--- src/rps_pkg.sv ---
// Purpose: Shared constants and types for the reset and power save pad state controller.
// Assumes: Thirteen pads, five of them forming the debug port group at the low indices.
// Notes:   Masks select pad groups; bit 0 is the shared debug-reset port pin.
package rps_pkg;

	// Pad group sizes and positions.
	localparam int DBG_PADS  = 5;
	localparam int GEN_PADS  = 8;
	localparam int NUM_PADS  = DBG_PADS + GEN_PADS;

	// Wake-capable inputs: external interrupts, non-maskable interrupt, CAN receive.
	localparam int EXTINT_NUM = 15;
	localparam int NMI_NUM    = 1;
	localparam int CANRX_NUM  = 4;
	localparam int WAKE_NUM   = EXTINT_NUM + NMI_NUM + CANRX_NUM;

	// Pad group masks.
	localparam logic [NUM_PADS-1:0] PAD_NONE     = 13'h0000;
	localparam logic [NUM_PADS-1:0] PAD_ALL      = 13'h1FFF;
	localparam logic [NUM_PADS-1:0] SHARED_MASK  = 13'h0001;
	localparam logic [NUM_PADS-1:0] DBG_IN_MASK  = 13'h001A;
	localparam logic [NUM_PADS-1:0] DDO_MASK     = 13'h0004;
	localparam logic [NUM_PADS-1:0] DBG_MASK     = 13'h001F;
	localparam logic [NUM_PADS-1:0] GEN_MASK     = 13'h1FE0;
	localparam logic [WAKE_NUM-1:0] WAKE_NONE    = 20'h00000;

	// Power mode encoding on the pwr_mode input.
	localparam logic [1:0] PM_RUN  = 2'h0;
	localparam logic [1:0] PM_HALT = 2'h1;
	localparam logic [1:0] PM_IDLE = 2'h2;
	localparam logic [1:0] PM_STOP = 2'h3;

	typedef enum logic [1:0] {RS_NONE, RS_EXT, RS_POC, RS_INT} rps_rsrc_e;
	typedef enum logic [1:0] {ST_RUN, ST_RESET, ST_SAVE} rps_state_e;

endpackage

--- src/rps_pad_ctrl.sv ---
// Purpose: Decides pad function, direction, level, pull-down and input gating
//          across reset, release and the power save modes.
// Assumes: Reset sources and power mode arrive as levels synchronous to ref_clk;
//          rst_n is the controller's own power-up reset only.
// Notes:   Pad bit 0 is the shared debug-reset port pin, bits 1 to 4 are debug
//          data in, data out, clock and mode select, bits 5 and up are port pads.
`timescale 1ns/100ps

// Behaviour
// - During external reset or power-on-clear: shared pad input with pull-down, rest floating.
// - After external reset: debug pads take debug functions, data out drives.
// - After external reset: all non-debug pads become input port pins.
// - After power-on-clear: every pad, debug ones included, becomes an input port pin.
// - Other internal resets keep debug pads as before; other pads become inputs.
// - Halt mode changes nothing at any pad.
// - In idle and stop, outputs keep the level they had on entry.
// - In idle and stop, wake-capable inputs stay live, all others are ignored.
// - Wake-capable means fifteen external interrupts, non-maskable interrupt, four CAN receives.
// - Leaving idle or stop restores every pad to its pre-entry setup.
module rps_pad_ctrl (
	input  wire logic                           ref_clk,
	input  wire logic                           rst_n,
	input  wire logic                           ext_reset,
	input  wire logic                           poc_reset,
	input  wire logic                           int_reset,
	input  wire logic [1:0]                     pwr_mode,
	input  wire logic                           cfg_wr,
	input  wire logic [rps_pkg::NUM_PADS-1:0]   req_func,
	input  wire logic [rps_pkg::NUM_PADS-1:0]   req_oe,
	input  wire logic [rps_pkg::NUM_PADS-1:0]   req_out,
	input  wire logic [rps_pkg::NUM_PADS-1:0]   req_pd,
	input  wire logic [rps_pkg::NUM_PADS-1:0]   pad_in,
	input  wire logic [rps_pkg::WAKE_NUM-1:0]   wake_in,
	output logic      [rps_pkg::NUM_PADS-1:0]   pad_func,
	output logic      [rps_pkg::NUM_PADS-1:0]   pad_oe,
	output logic      [rps_pkg::NUM_PADS-1:0]   pad_out,
	output logic      [rps_pkg::NUM_PADS-1:0]   pad_pd,
	output logic      [rps_pkg::NUM_PADS-1:0]   pad_ie,
	output logic      [rps_pkg::NUM_PADS-1:0]   core_in,
	output logic      [rps_pkg::WAKE_NUM-1:0]   wake_out,
	output rps_pkg::rps_rsrc_e                  rst_src,
	output logic                                cfg_hold
);

	rps_pkg::rps_state_e                state_r;
	rps_pkg::rps_state_e                state_nxt;
	rps_pkg::rps_rsrc_e                 rsrc_r;
	rps_pkg::rps_rsrc_e                 rsrc_nxt;
	logic                               hold_r;
	logic                               hold_nxt;
	logic [rps_pkg::NUM_PADS-1:0]       func_r;
	logic [rps_pkg::NUM_PADS-1:0]       func_nxt;
	logic [rps_pkg::NUM_PADS-1:0]       oe_r;
	logic [rps_pkg::NUM_PADS-1:0]       oe_nxt;
	logic [rps_pkg::NUM_PADS-1:0]       out_r;
	logic [rps_pkg::NUM_PADS-1:0]       out_nxt;
	logic [rps_pkg::NUM_PADS-1:0]       pd_r;
	logic [rps_pkg::NUM_PADS-1:0]       pd_nxt;
	logic [rps_pkg::NUM_PADS-1:0]       ie_r;
	logic [rps_pkg::NUM_PADS-1:0]       ie_nxt;
	logic [rps_pkg::NUM_PADS-1:0]       cin_r;
	logic [rps_pkg::NUM_PADS-1:0]       cin_nxt;
	logic [rps_pkg::WAKE_NUM-1:0]       wake_r;
	logic [rps_pkg::WAKE_NUM-1:0]       wake_nxt;
	logic                               any_rst;
	logic                               save_req;
	logic                               hard_rst;

	// Reset source decode; power-on-clear outranks the external pin, which outranks the rest.
	assign any_rst  = ext_reset | poc_reset | int_reset;
	assign hard_rst = ext_reset | poc_reset;
	assign save_req = (pwr_mode == rps_pkg::PM_IDLE) || (pwr_mode == rps_pkg::PM_STOP);

	// Sequencer and reset source latch. Halt is treated as run on purpose, since
	// only the processor stops and the pads must not notice.
	always_comb begin
		state_nxt = state_r;
		rsrc_nxt  = rsrc_r;
		hold_nxt  = hold_r;
		if (any_rst) begin
			state_nxt = rps_pkg::ST_RESET;
			if (poc_reset) begin
				rsrc_nxt = rps_pkg::RS_POC;
			end else if (ext_reset) begin
				rsrc_nxt = rps_pkg::RS_EXT;
			end else begin
				rsrc_nxt = rps_pkg::RS_INT;
			end
		end else begin
			case (state_r)
				rps_pkg::ST_RESET: begin
					state_nxt = rps_pkg::ST_RUN;
					hold_nxt  = 1'b1;
				end
				rps_pkg::ST_RUN: begin
					if (save_req) begin
						state_nxt = rps_pkg::ST_SAVE;
					end else if (cfg_wr) begin
						hold_nxt = 1'b0;
					end
				end
				rps_pkg::ST_SAVE: begin
					if (!save_req) begin
						state_nxt = rps_pkg::ST_RUN;
					end
				end
				default: begin
					state_nxt = rps_pkg::ST_RUN;
				end
			endcase
		end
	end

	always_ff @(posedge ref_clk or negedge rst_n) begin
		if (!rst_n) begin
			state_r <= rps_pkg::ST_RESET;
			rsrc_r  <= rps_pkg::RS_POC;
			hold_r  <= 1'b1;
		end else begin
			state_r <= state_nxt;
			rsrc_r  <= rsrc_nxt;
			hold_r  <= hold_nxt;
		end
	end

	// Pad setup. While held after a release the pads keep their release setup until
	// the port logic writes a new one; otherwise they follow the requested setup.
	always_comb begin
		func_nxt = func_r;
		oe_nxt   = oe_r;
		out_nxt  = out_r;
		pd_nxt   = pd_r;
		ie_nxt   = ie_r;
		if (any_rst) begin
			if (hard_rst) begin
				func_nxt = rps_pkg::PAD_NONE;
				oe_nxt   = rps_pkg::PAD_NONE;
				out_nxt  = rps_pkg::PAD_NONE;
				ie_nxt   = rps_pkg::SHARED_MASK;
				pd_nxt   = rps_pkg::SHARED_MASK;
			end else begin
				// Debug pads untouched so an attached probe keeps access.
				func_nxt = func_r & rps_pkg::DBG_MASK;
				oe_nxt   = oe_r & rps_pkg::DBG_MASK;
				out_nxt  = out_r & rps_pkg::DBG_MASK;
				ie_nxt   = ie_r & rps_pkg::DBG_MASK;
				pd_nxt   = pd_r & rps_pkg::DBG_MASK;
			end
		end else begin
			case (state_r)
				rps_pkg::ST_RESET: begin
					case (rsrc_r)
						rps_pkg::RS_EXT: begin
							func_nxt = rps_pkg::DBG_MASK;
							oe_nxt   = rps_pkg::DDO_MASK;
							out_nxt  = rps_pkg::PAD_NONE;
							ie_nxt   = rps_pkg::DBG_IN_MASK | rps_pkg::SHARED_MASK
								| rps_pkg::GEN_MASK;
							pd_nxt   = rps_pkg::SHARED_MASK;
						end
						rps_pkg::RS_INT: begin
							func_nxt = func_r & rps_pkg::DBG_MASK;
							oe_nxt   = oe_r & rps_pkg::DBG_MASK;
							out_nxt  = out_r & rps_pkg::DBG_MASK;
							ie_nxt   = (ie_r & rps_pkg::DBG_MASK) | rps_pkg::GEN_MASK;
							pd_nxt   = pd_r & rps_pkg::DBG_MASK;
						end
						default: begin
							func_nxt = rps_pkg::PAD_NONE;
							oe_nxt   = rps_pkg::PAD_NONE;
							out_nxt  = rps_pkg::PAD_NONE;
							ie_nxt   = rps_pkg::PAD_ALL;
							pd_nxt   = rps_pkg::PAD_NONE;
						end
					endcase
				end
				rps_pkg::ST_RUN: begin
					// Entering idle or stop freezes the setup, which is also what leaving restores.
					if (!save_req && (!hold_r || cfg_wr)) begin
						func_nxt = req_func;
						oe_nxt   = req_oe;
						out_nxt  = req_out;
						pd_nxt   = req_pd;
						ie_nxt   = ~req_oe;
					end
				end
				rps_pkg::ST_SAVE: begin
					func_nxt = func_r;
					oe_nxt   = oe_r;
					out_nxt  = out_r;
				end
				default: begin
					func_nxt = func_r;
				end
			endcase
		end
	end

	always_ff @(posedge ref_clk or negedge rst_n) begin
		if (!rst_n) begin
			func_r <= rps_pkg::PAD_NONE;
			oe_r   <= rps_pkg::PAD_NONE;
			out_r  <= rps_pkg::PAD_NONE;
			pd_r   <= rps_pkg::SHARED_MASK;
			ie_r   <= rps_pkg::SHARED_MASK;
		end else begin
			func_r <= func_nxt;
			oe_r   <= oe_nxt;
			out_r  <= out_nxt;
			pd_r   <= pd_nxt;
			ie_r   <= ie_nxt;
		end
	end

	// Input gating. Ordinary inputs are blocked in reset and power save; the wake
	// inputs stay open in power save so that an interrupt can end it.
	always_comb begin
		cin_nxt  = rps_pkg::PAD_NONE;
		wake_nxt = rps_pkg::WAKE_NONE;
		if (!any_rst && state_r != rps_pkg::ST_RESET) begin
			wake_nxt = wake_in;
			if (state_r == rps_pkg::ST_RUN) begin
				cin_nxt = pad_in & ie_r;
			end else begin
				cin_nxt = rps_pkg::PAD_NONE;
			end
		end
	end

	always_ff @(posedge ref_clk or negedge rst_n) begin
		if (!rst_n) begin
			cin_r  <= rps_pkg::PAD_NONE;
			wake_r <= rps_pkg::WAKE_NONE;
		end else begin
			cin_r  <= cin_nxt;
			wake_r <= wake_nxt;
		end
	end

	// Outputs straight from the flip-flops.
	assign pad_func = func_r;
	assign pad_oe   = oe_r;
	assign pad_out  = out_r;
	assign pad_pd   = pd_r;
	assign pad_ie   = ie_r;
	assign core_in  = cin_r;
	assign wake_out = wake_r;
	assign rst_src  = rsrc_r;
	assign cfg_hold = hold_r;
endmodule

--- config.mk ---
export PLATFORM = sky130hd
export DESIGN_NAME = rps_pad_ctrl
export DESIGN_NICKNAME = d
export VERILOG_FILES = /design/src/rps_pkg.sv /design/src/rps_pad_ctrl.sv
export SDC_FILE = /design/constraint.sdc
export NUM_CORES = 1
export LEC_CHECK = 0
export ABC_AREA = 1
export BUFFER_PORTS_ARGS = -buffer_cell sky130_fd_sc_hd__buf_2
export CELL_PAD_IN_SITES_DETAIL_PLACEMENT = 0
export CELL_PAD_IN_SITES_GLOBAL_PLACEMENT = 2
export CORE_MARGIN = 1
export CORE_UTILIZATION = 28
export CTS_CLUSTER_SIZE = 12
export DETAILED_ROUTE_END_ITERATION = 8
export GPL_TIMING_DRIVEN = 0
export PLACE_DENSITY_LB_ADDON = 0.08
export SETUP_SLACK_MARGIN = 0.15
export SKIP_CTS_REPAIR_TIMING = 1
export SKIP_LAST_GASP = 1
export SYNTH_ARGS = -nofsm -noshare
export SYNTH_HDL_FRONTEND = slang
export SYNTH_SLANG_ARGS = --single-unit
export TNS_END_PERCENT = 5
--- constraint.sdc ---
create_clock -name ref_clk -period 2.55 [get_ports ref_clk]
set_input_delay 0.255 -clock ref_clk [delete_from_list [all_inputs] [get_ports ref_clk]]
set_output_delay 0.255 -clock ref_clk [all_outputs]
set_load 0.02 [all_outputs]
==> results.cfg, run 1 <==
[global_routing]
grt_overflow = 0
grt_first_pass_wirelength_mm = 19.8
grt_pass1_vias = 3875
grt_max_degree = 58
track_usage = 0.162
antenna_found_initial = 0

[layout]
synthToLayoutAreaGrowth_pct = 36.8
final_core_util = 0.394
finalNetCount = 776
layout_common_cells = 200 x buf_2, 172 x nand2_1, 98 x dfrtp_1, 67 x nand3_1, 48 x nor2_1
finalInstanceArea_sq_um = 5720
final_common_cell = buf_2
insertedDiodeCount = 0
drive_above_1_share = 0.346

[sta]
final.setup.tns_ns = 0
hold_viol_final = 0
worst_pin_slew_ns = 0.644
finalCritPeriodShare = 0.619
relSlewSlack = 0.570
drv_slew = 0
skew_ns = 0.00759
period_minus_slack_ns = 1.58
fin_ws_ns = 0.972
fmax_mhz = 634
setup_viol = 0
rsz0062_at_grt = no

[logic_synthesis]
ys_warn_count = 0
ys_seq_area_frac = 0.618
syn-instance-count = 478
yosys.area.top_type_share = 0.586
synth_area_leaders = dfrtp_1 59%, nand2_1 15%, nand3_1 8.0%
syn_area_sq_um = 4180
ys_types = 23
synth_nets = 571
ys_ff_latch = 103
yosys.area.top_type = dfrtp_1
syn_area_per_cell_sq_um = 8.75

[floorplan]
die_w_um = 124
start_util = 0.288
fp.dieH_um = 124
rows = 44
die_area_sq_um = 15400
num_io_pins = 194
coreArea_sq_um = 14500

[clocking]
cts_buffer_depth = 2
clkSinkCount = 103
cts_tree = yes
path_clk_slew_ns = 0.07
cts_made_buffers = 9
insertion_delay_ns = 0.34
h-tree-depth = 3
root_buffer = clkbuf_16

[critical_path]
r2r_end = pad_out[0]
worstPathArrival_ns = 1.85
r2r_slack_ns = 0.97
r2r_cells = 7
cpPeakStageDelay_ns = 0.58
r2r-start = state_r[0]
cpLargestDelayFamily = simple AND/OR/NAND/NOR gates
crit_buf_inv = 1
setup.worst_path.end_class = register
cpMostUsedCell = nand2_2
required_ns = 2.83
worstSetupStartpointType = register
crit_slowest_cell = dfstp_2
path_max_fanout = 10
path_cells = nor2_4, nand3_2, nand2_2, nand2_2, buf_2, nand3_1, nand2_1
worstSetupPathType = reg -> reg

[power_and_ir_drop]
ir_worst_vdd_mv = 0.270
p_leak_nw = 3.45
power_w = 0.00337
cellPowerDensity_nw_per_um2 = 589

[min_path]
whs_path_depth = 2
hold_start = ext_reset
hold_end = rst_src[1]
hold_path.class = in -> reg

[place]
hpwlAfterDp_mm = 8.93
place_worst_setup_slack_ns = 0.954
gp_congestion = 0.717
placed_cell_area_sq_um = 5400
portBuffers = 192

[outcome]
status = finished clean

[route]
drtAntennaViolNets = 0
drc = 0
totalWireLength_mm = 12.2
drtIter0Drc = 164
wl_per_cell_um = 14.0
avgViaCountPerCell = 4.34
drt-pass1-iter-count = 4
num_vias = 3785

[run]
drv_cap = 0
## through the flow
stage / hold slack (ns) / std cells
after detailed placement: 0.320 / 855
after floorplan: -0.0406 / 478
final: 0.0992 / 872
after global routing: 0.101 / 872
after global placement: 0.447 / 854
after CTS: -0.0492 / 871
## cell families (layout without fill, tap and decap cells)
| logic type | after synthesis | count (layout) | share of synthesized area |
|---|---|---|---|
| and+or+nand+nor | 297 | 297 | 0.297 |
| DFF | 103 | 103 | 0.618 |
| buffers and inverters | 56 | 266 | 0.0581 |
| AOI/OAI and AO/OA | 22 | 22 | 0.0272 |
## how the worst max path moves through the flow
stage                     from  cells past startpoint      endpoint
floorplan           rst_src[1]                      6    pad_out[0]
global placement         rst_n                      1  wake_out[14]
detailed placement   ext_reset                      9   pad_out[10]
CTS                 state_r[0]                      7    pad_out[0]
global route        state_r[0]                      7    pad_out[0]
finish              state_r[0]                      7    pad_out[0]
## Yosys cell counts (all sizes together)
library cell    n
buf            17
o21ai           3
nand2         177
dfstp           5
clkbuf         10
inv            29
o21bai          1
a21oi          17
dfrtp          98
a31oi           1
nand3          68
nor3            1
nor2           51
## final cells by class
type	count	area, sq um
fillers	1587	8810
flip-flops and latches	103	2580
multi-input cells	319	1360
repair buffers	194	1000
clock buffers	15	298
well taps	184	230
plain buffers	27	131
inverters	29	111
clock inverters	1	8.76
## layer usage
metal / vias to the layer above / routed length, um / GRT usage / share of wire
met3: 10 / 779 / 0.0466 / 0.064
met1: 1764 / 5860 / 0.219 / 0.48
met2: 117 / 5460 / 0.248 / 0.45
met5: - / 0 / 0 / 0
met4: 0 / 149 / 0.0567 / 0.012
li1: 1894 / - / - / -
## flip-flops by register name, summed over array words and instances, names as in the netlist, 2 cells and up
| register | flops |
|---|---|
| pad_ie | 13 |
| pad_oe | 13 |
| pad_func | 13 |
| pad_pd | 13 |
| state_r | 2 |
| rst_src | 2 |
| core_in | 13 |
| pad_out | 13 |
| wake_out | 20 |
## power breakdown
part,total (W),leakage (nW),internal (W),switching (W)
clock,0.00140,0.152,0.000800,0.000602
sequential,0.00168,1.41,0.00166,0.0000180
combinational,0.000288,1.88,0.000104,0.000184
total,0.00337,3.45,0.00257,0.000804
## worst reg2reg max path: stages, from the launching register on
cell	delay (ns)
dfstp_2	0.58
nor2_4	0.07
nand3_2	0.08
nand2_2	0.13
nand2_2	0.19
buf_2	0.28
nand3_1	0.11
nand2_1	0.08
Note: power is estimated with default switching activity, not from simulation.
==> run 2: changes to the inputs <==
CORE_UTILIZATION = 23   (was 28)
clock period = 1.4 ns   (was 2.55 ns; I/O delays follow)
==> run 2 against run 1 <==
Effect of this change:
- the run now ends with negative hold slack, negative setup slack left
- core utilization fell by 4.0 points
- critical endpoint is now pad_oe[3]
- fmax rose by 11%
- worst setup slack got worse by 0.99 ns
- combinational power rose by 120%
- total power rose by 88%
- first-iteration DRC count fell by 28%
- register-to-register slack got worse by 0.99 ns
- count of clock-buffer cells in the layout fell by 4
- sequential power rose by 82%
- wire length rose by 8.3%
- critical path depth rose by 1
==> results.cfg, run 2 (synthesis gave the netlist of run 1 again) <==
[outcome]
status = complete, but fails checks
violations = negative hold slack, negative setup slack

[power_and_ir_drop]
p_sw_frac = 0.250
p_comb_frac = 0.098
ir_worst_vdd_mv = 0.541
p_leak_nw = 3.63
p_int_w = 0.00475
clock_power_share = 0.418
power_w = 0.00632
cellPowerDensity_nw_per_um2 = 1020
p_switching_w = 0.00158
seq_power_share = 0.484

[global_routing]
grtUsageMet1 = 0.184
grtUsageMet2 = 0.225
met3_usage = 0.0593
grt_pass1_vias = 3827
track_usage = 0.146
grt-busiest-layer = met2
grt_first_pass_wirelength_mm = 20.3
antenna_found_initial = 0
grt_max_degree = 65
grt_overflow = 0

[layout]
final_core_util = 0.354
final_common_cell = buf_2
instances_no_fill = 948
synthToLayoutAreaGrowth_pct = 48.3
largest_reg_flops = 20
drive_above_1_share = 0.344
layout_common_cells = 195 x buf_2, 171 x nand2_1, 98 x dfrtp_1, 67 x nand3_1, 48 x nor2_1
finalNetCount = 811
insertedDiodeCount = 0

[sta]
hold_viol_final = 74
drv_slew = 0
worst_pin_slew_ns = 0.881
relSlewSlack = 0.413
fin_ws_ns = -0.0180
setup_viol = 4
rsz0062_at_grt = yes
skew_ns = 0.00574
period_minus_slack_ns = 1.42
final.setup.tns_ns = -0.0434
holdWs_ns = -0.101
fmax_mhz = 705
finalCritPeriodShare = 1.01

[clocking]
cts_made_buffers = 9
insertion_delay_ns = 0.35
cts_tree = yes
root_buffer = clkbuf_16
clkSinkCount = 103
path_clk_slew_ns = 0.07
cts_buffer_depth = 2
h-tree-depth = 3

[critical_path]
setup.worst_path.end_class = register
r2r_slack_ns = -0.02
cpMostUsedCell = nand2_1
cpLargestDelayFamily = simple AND/OR/NAND/NOR gates
crit_slowest_cell = dfstp_2
crit_cells = 8
worstSetupStartpointType = register
r2r_cells = 8
crit_buf_inv = 2
cpPeakStageDelay_ns = 0.54
worstPathArrival_ns = 1.66
required_ns = 1.64
path_cells = inv_1, nand2_1, nand3_2, nand2_4, nand2_8, buf_4, nand3_1, nand2_1
r2r_end = pad_oe[3]
path_max_fanout = 10
worstSetupPathType = reg -> reg
r2r-start = cfg_hold

[route]
avgViaCountPerCell = 4.16
num_vias = 3944
totalWireLength_mm = 13.3
drtAntennaViolNets = 0
wl_per_cell_um = 14.0
drc = 0
drtIter0Drc = 118
drt-pass1-iter-count = 4

[run]
drv_cap = 0

[floorplan]
fp.dieH_um = 137
rows = 48
die_area_sq_um = 18700
coreArea_sq_um = 17500
start_util = 0.238
num_io_pins = 194
die_w_um = 137

[min_path]
hold_path.class = in -> async

[place]
portBuffers = 192
dp_cells = 896
place_worst_setup_slack_ns = -0.218
gp_congestion = 0.738
hpwlAfterDp_mm = 9.54
-- run 2: changes by cell type in the layout (fill, tap and decap cells not counted), sizes merged --
cell / change
buf: +2
clkinv: +1
inv: +2
bufinv: +1
clkbuf: -1
dlygate4sd3: +30
-- run 2: worst max path at each step --
stage / from / end / slack [ns]
after detailed placement: state_r[0] / core_in[11] / -0.22
after floorplan: rst_src[1] / pad_ie[1] / 0.06
after global placement: rst_n / wake_out[15] / -1.15
after global routing: state_r[0] / pad_func[7] / -0.11
after CTS: state_r[0] / core_in[11] / -0.22
final: cfg_hold / pad_oe[3] / -0.02
-- run 2: area by class of cell --
type / instances / area, sq um
inverters: 29 / 111
flip-flops and latches: 103 / 2580
well taps: 225 / 282
repair buffers: 229 / 1340
fillers: 1916 / 11300
clock buffers: 11 / 243
plain buffers: 27 / 185
multi-input cells: 319 / 1390
clock inverters: 5 / 65.1
-- run 2: routing by layer --
metal,vias to the layer above,part of all wire
met5,-,0
met4,0,0.015
met3,13,0.088
met2,131,0.45
met1,1828,0.45
li1,1972,-
-- run 2: through the flow --
| step | instance area, sq um | hold WS (ns) |
|---|---|---|
| after floorplan | 4210 | -0.156 |
| after global placement | 5450 | 0.336 |
| after detailed placement | 5480 | 0.319 |
| after CTS | 5790 | -0.0639 |
| after global routing | 6200 | -0.0333 |
| final | 6200 | -0.101 |
-- run 2: power by group through the flow --
stage / registers (W) / clock network, W / logic, W
2_1_floorplan: 0.00317 / 0 / 0.000170
3_3_place_gp: 0.00312 / 0 / 0.000535
3_5_place_dp: 0.00312 / 0 / 0.000545
4_1_cts: 0.00306 / 0.00278 / 0.000548
5_1_grt: 0.00307 / 0.00287 / 0.000701
6_report: 0.00306 / 0.00265 / 0.000620
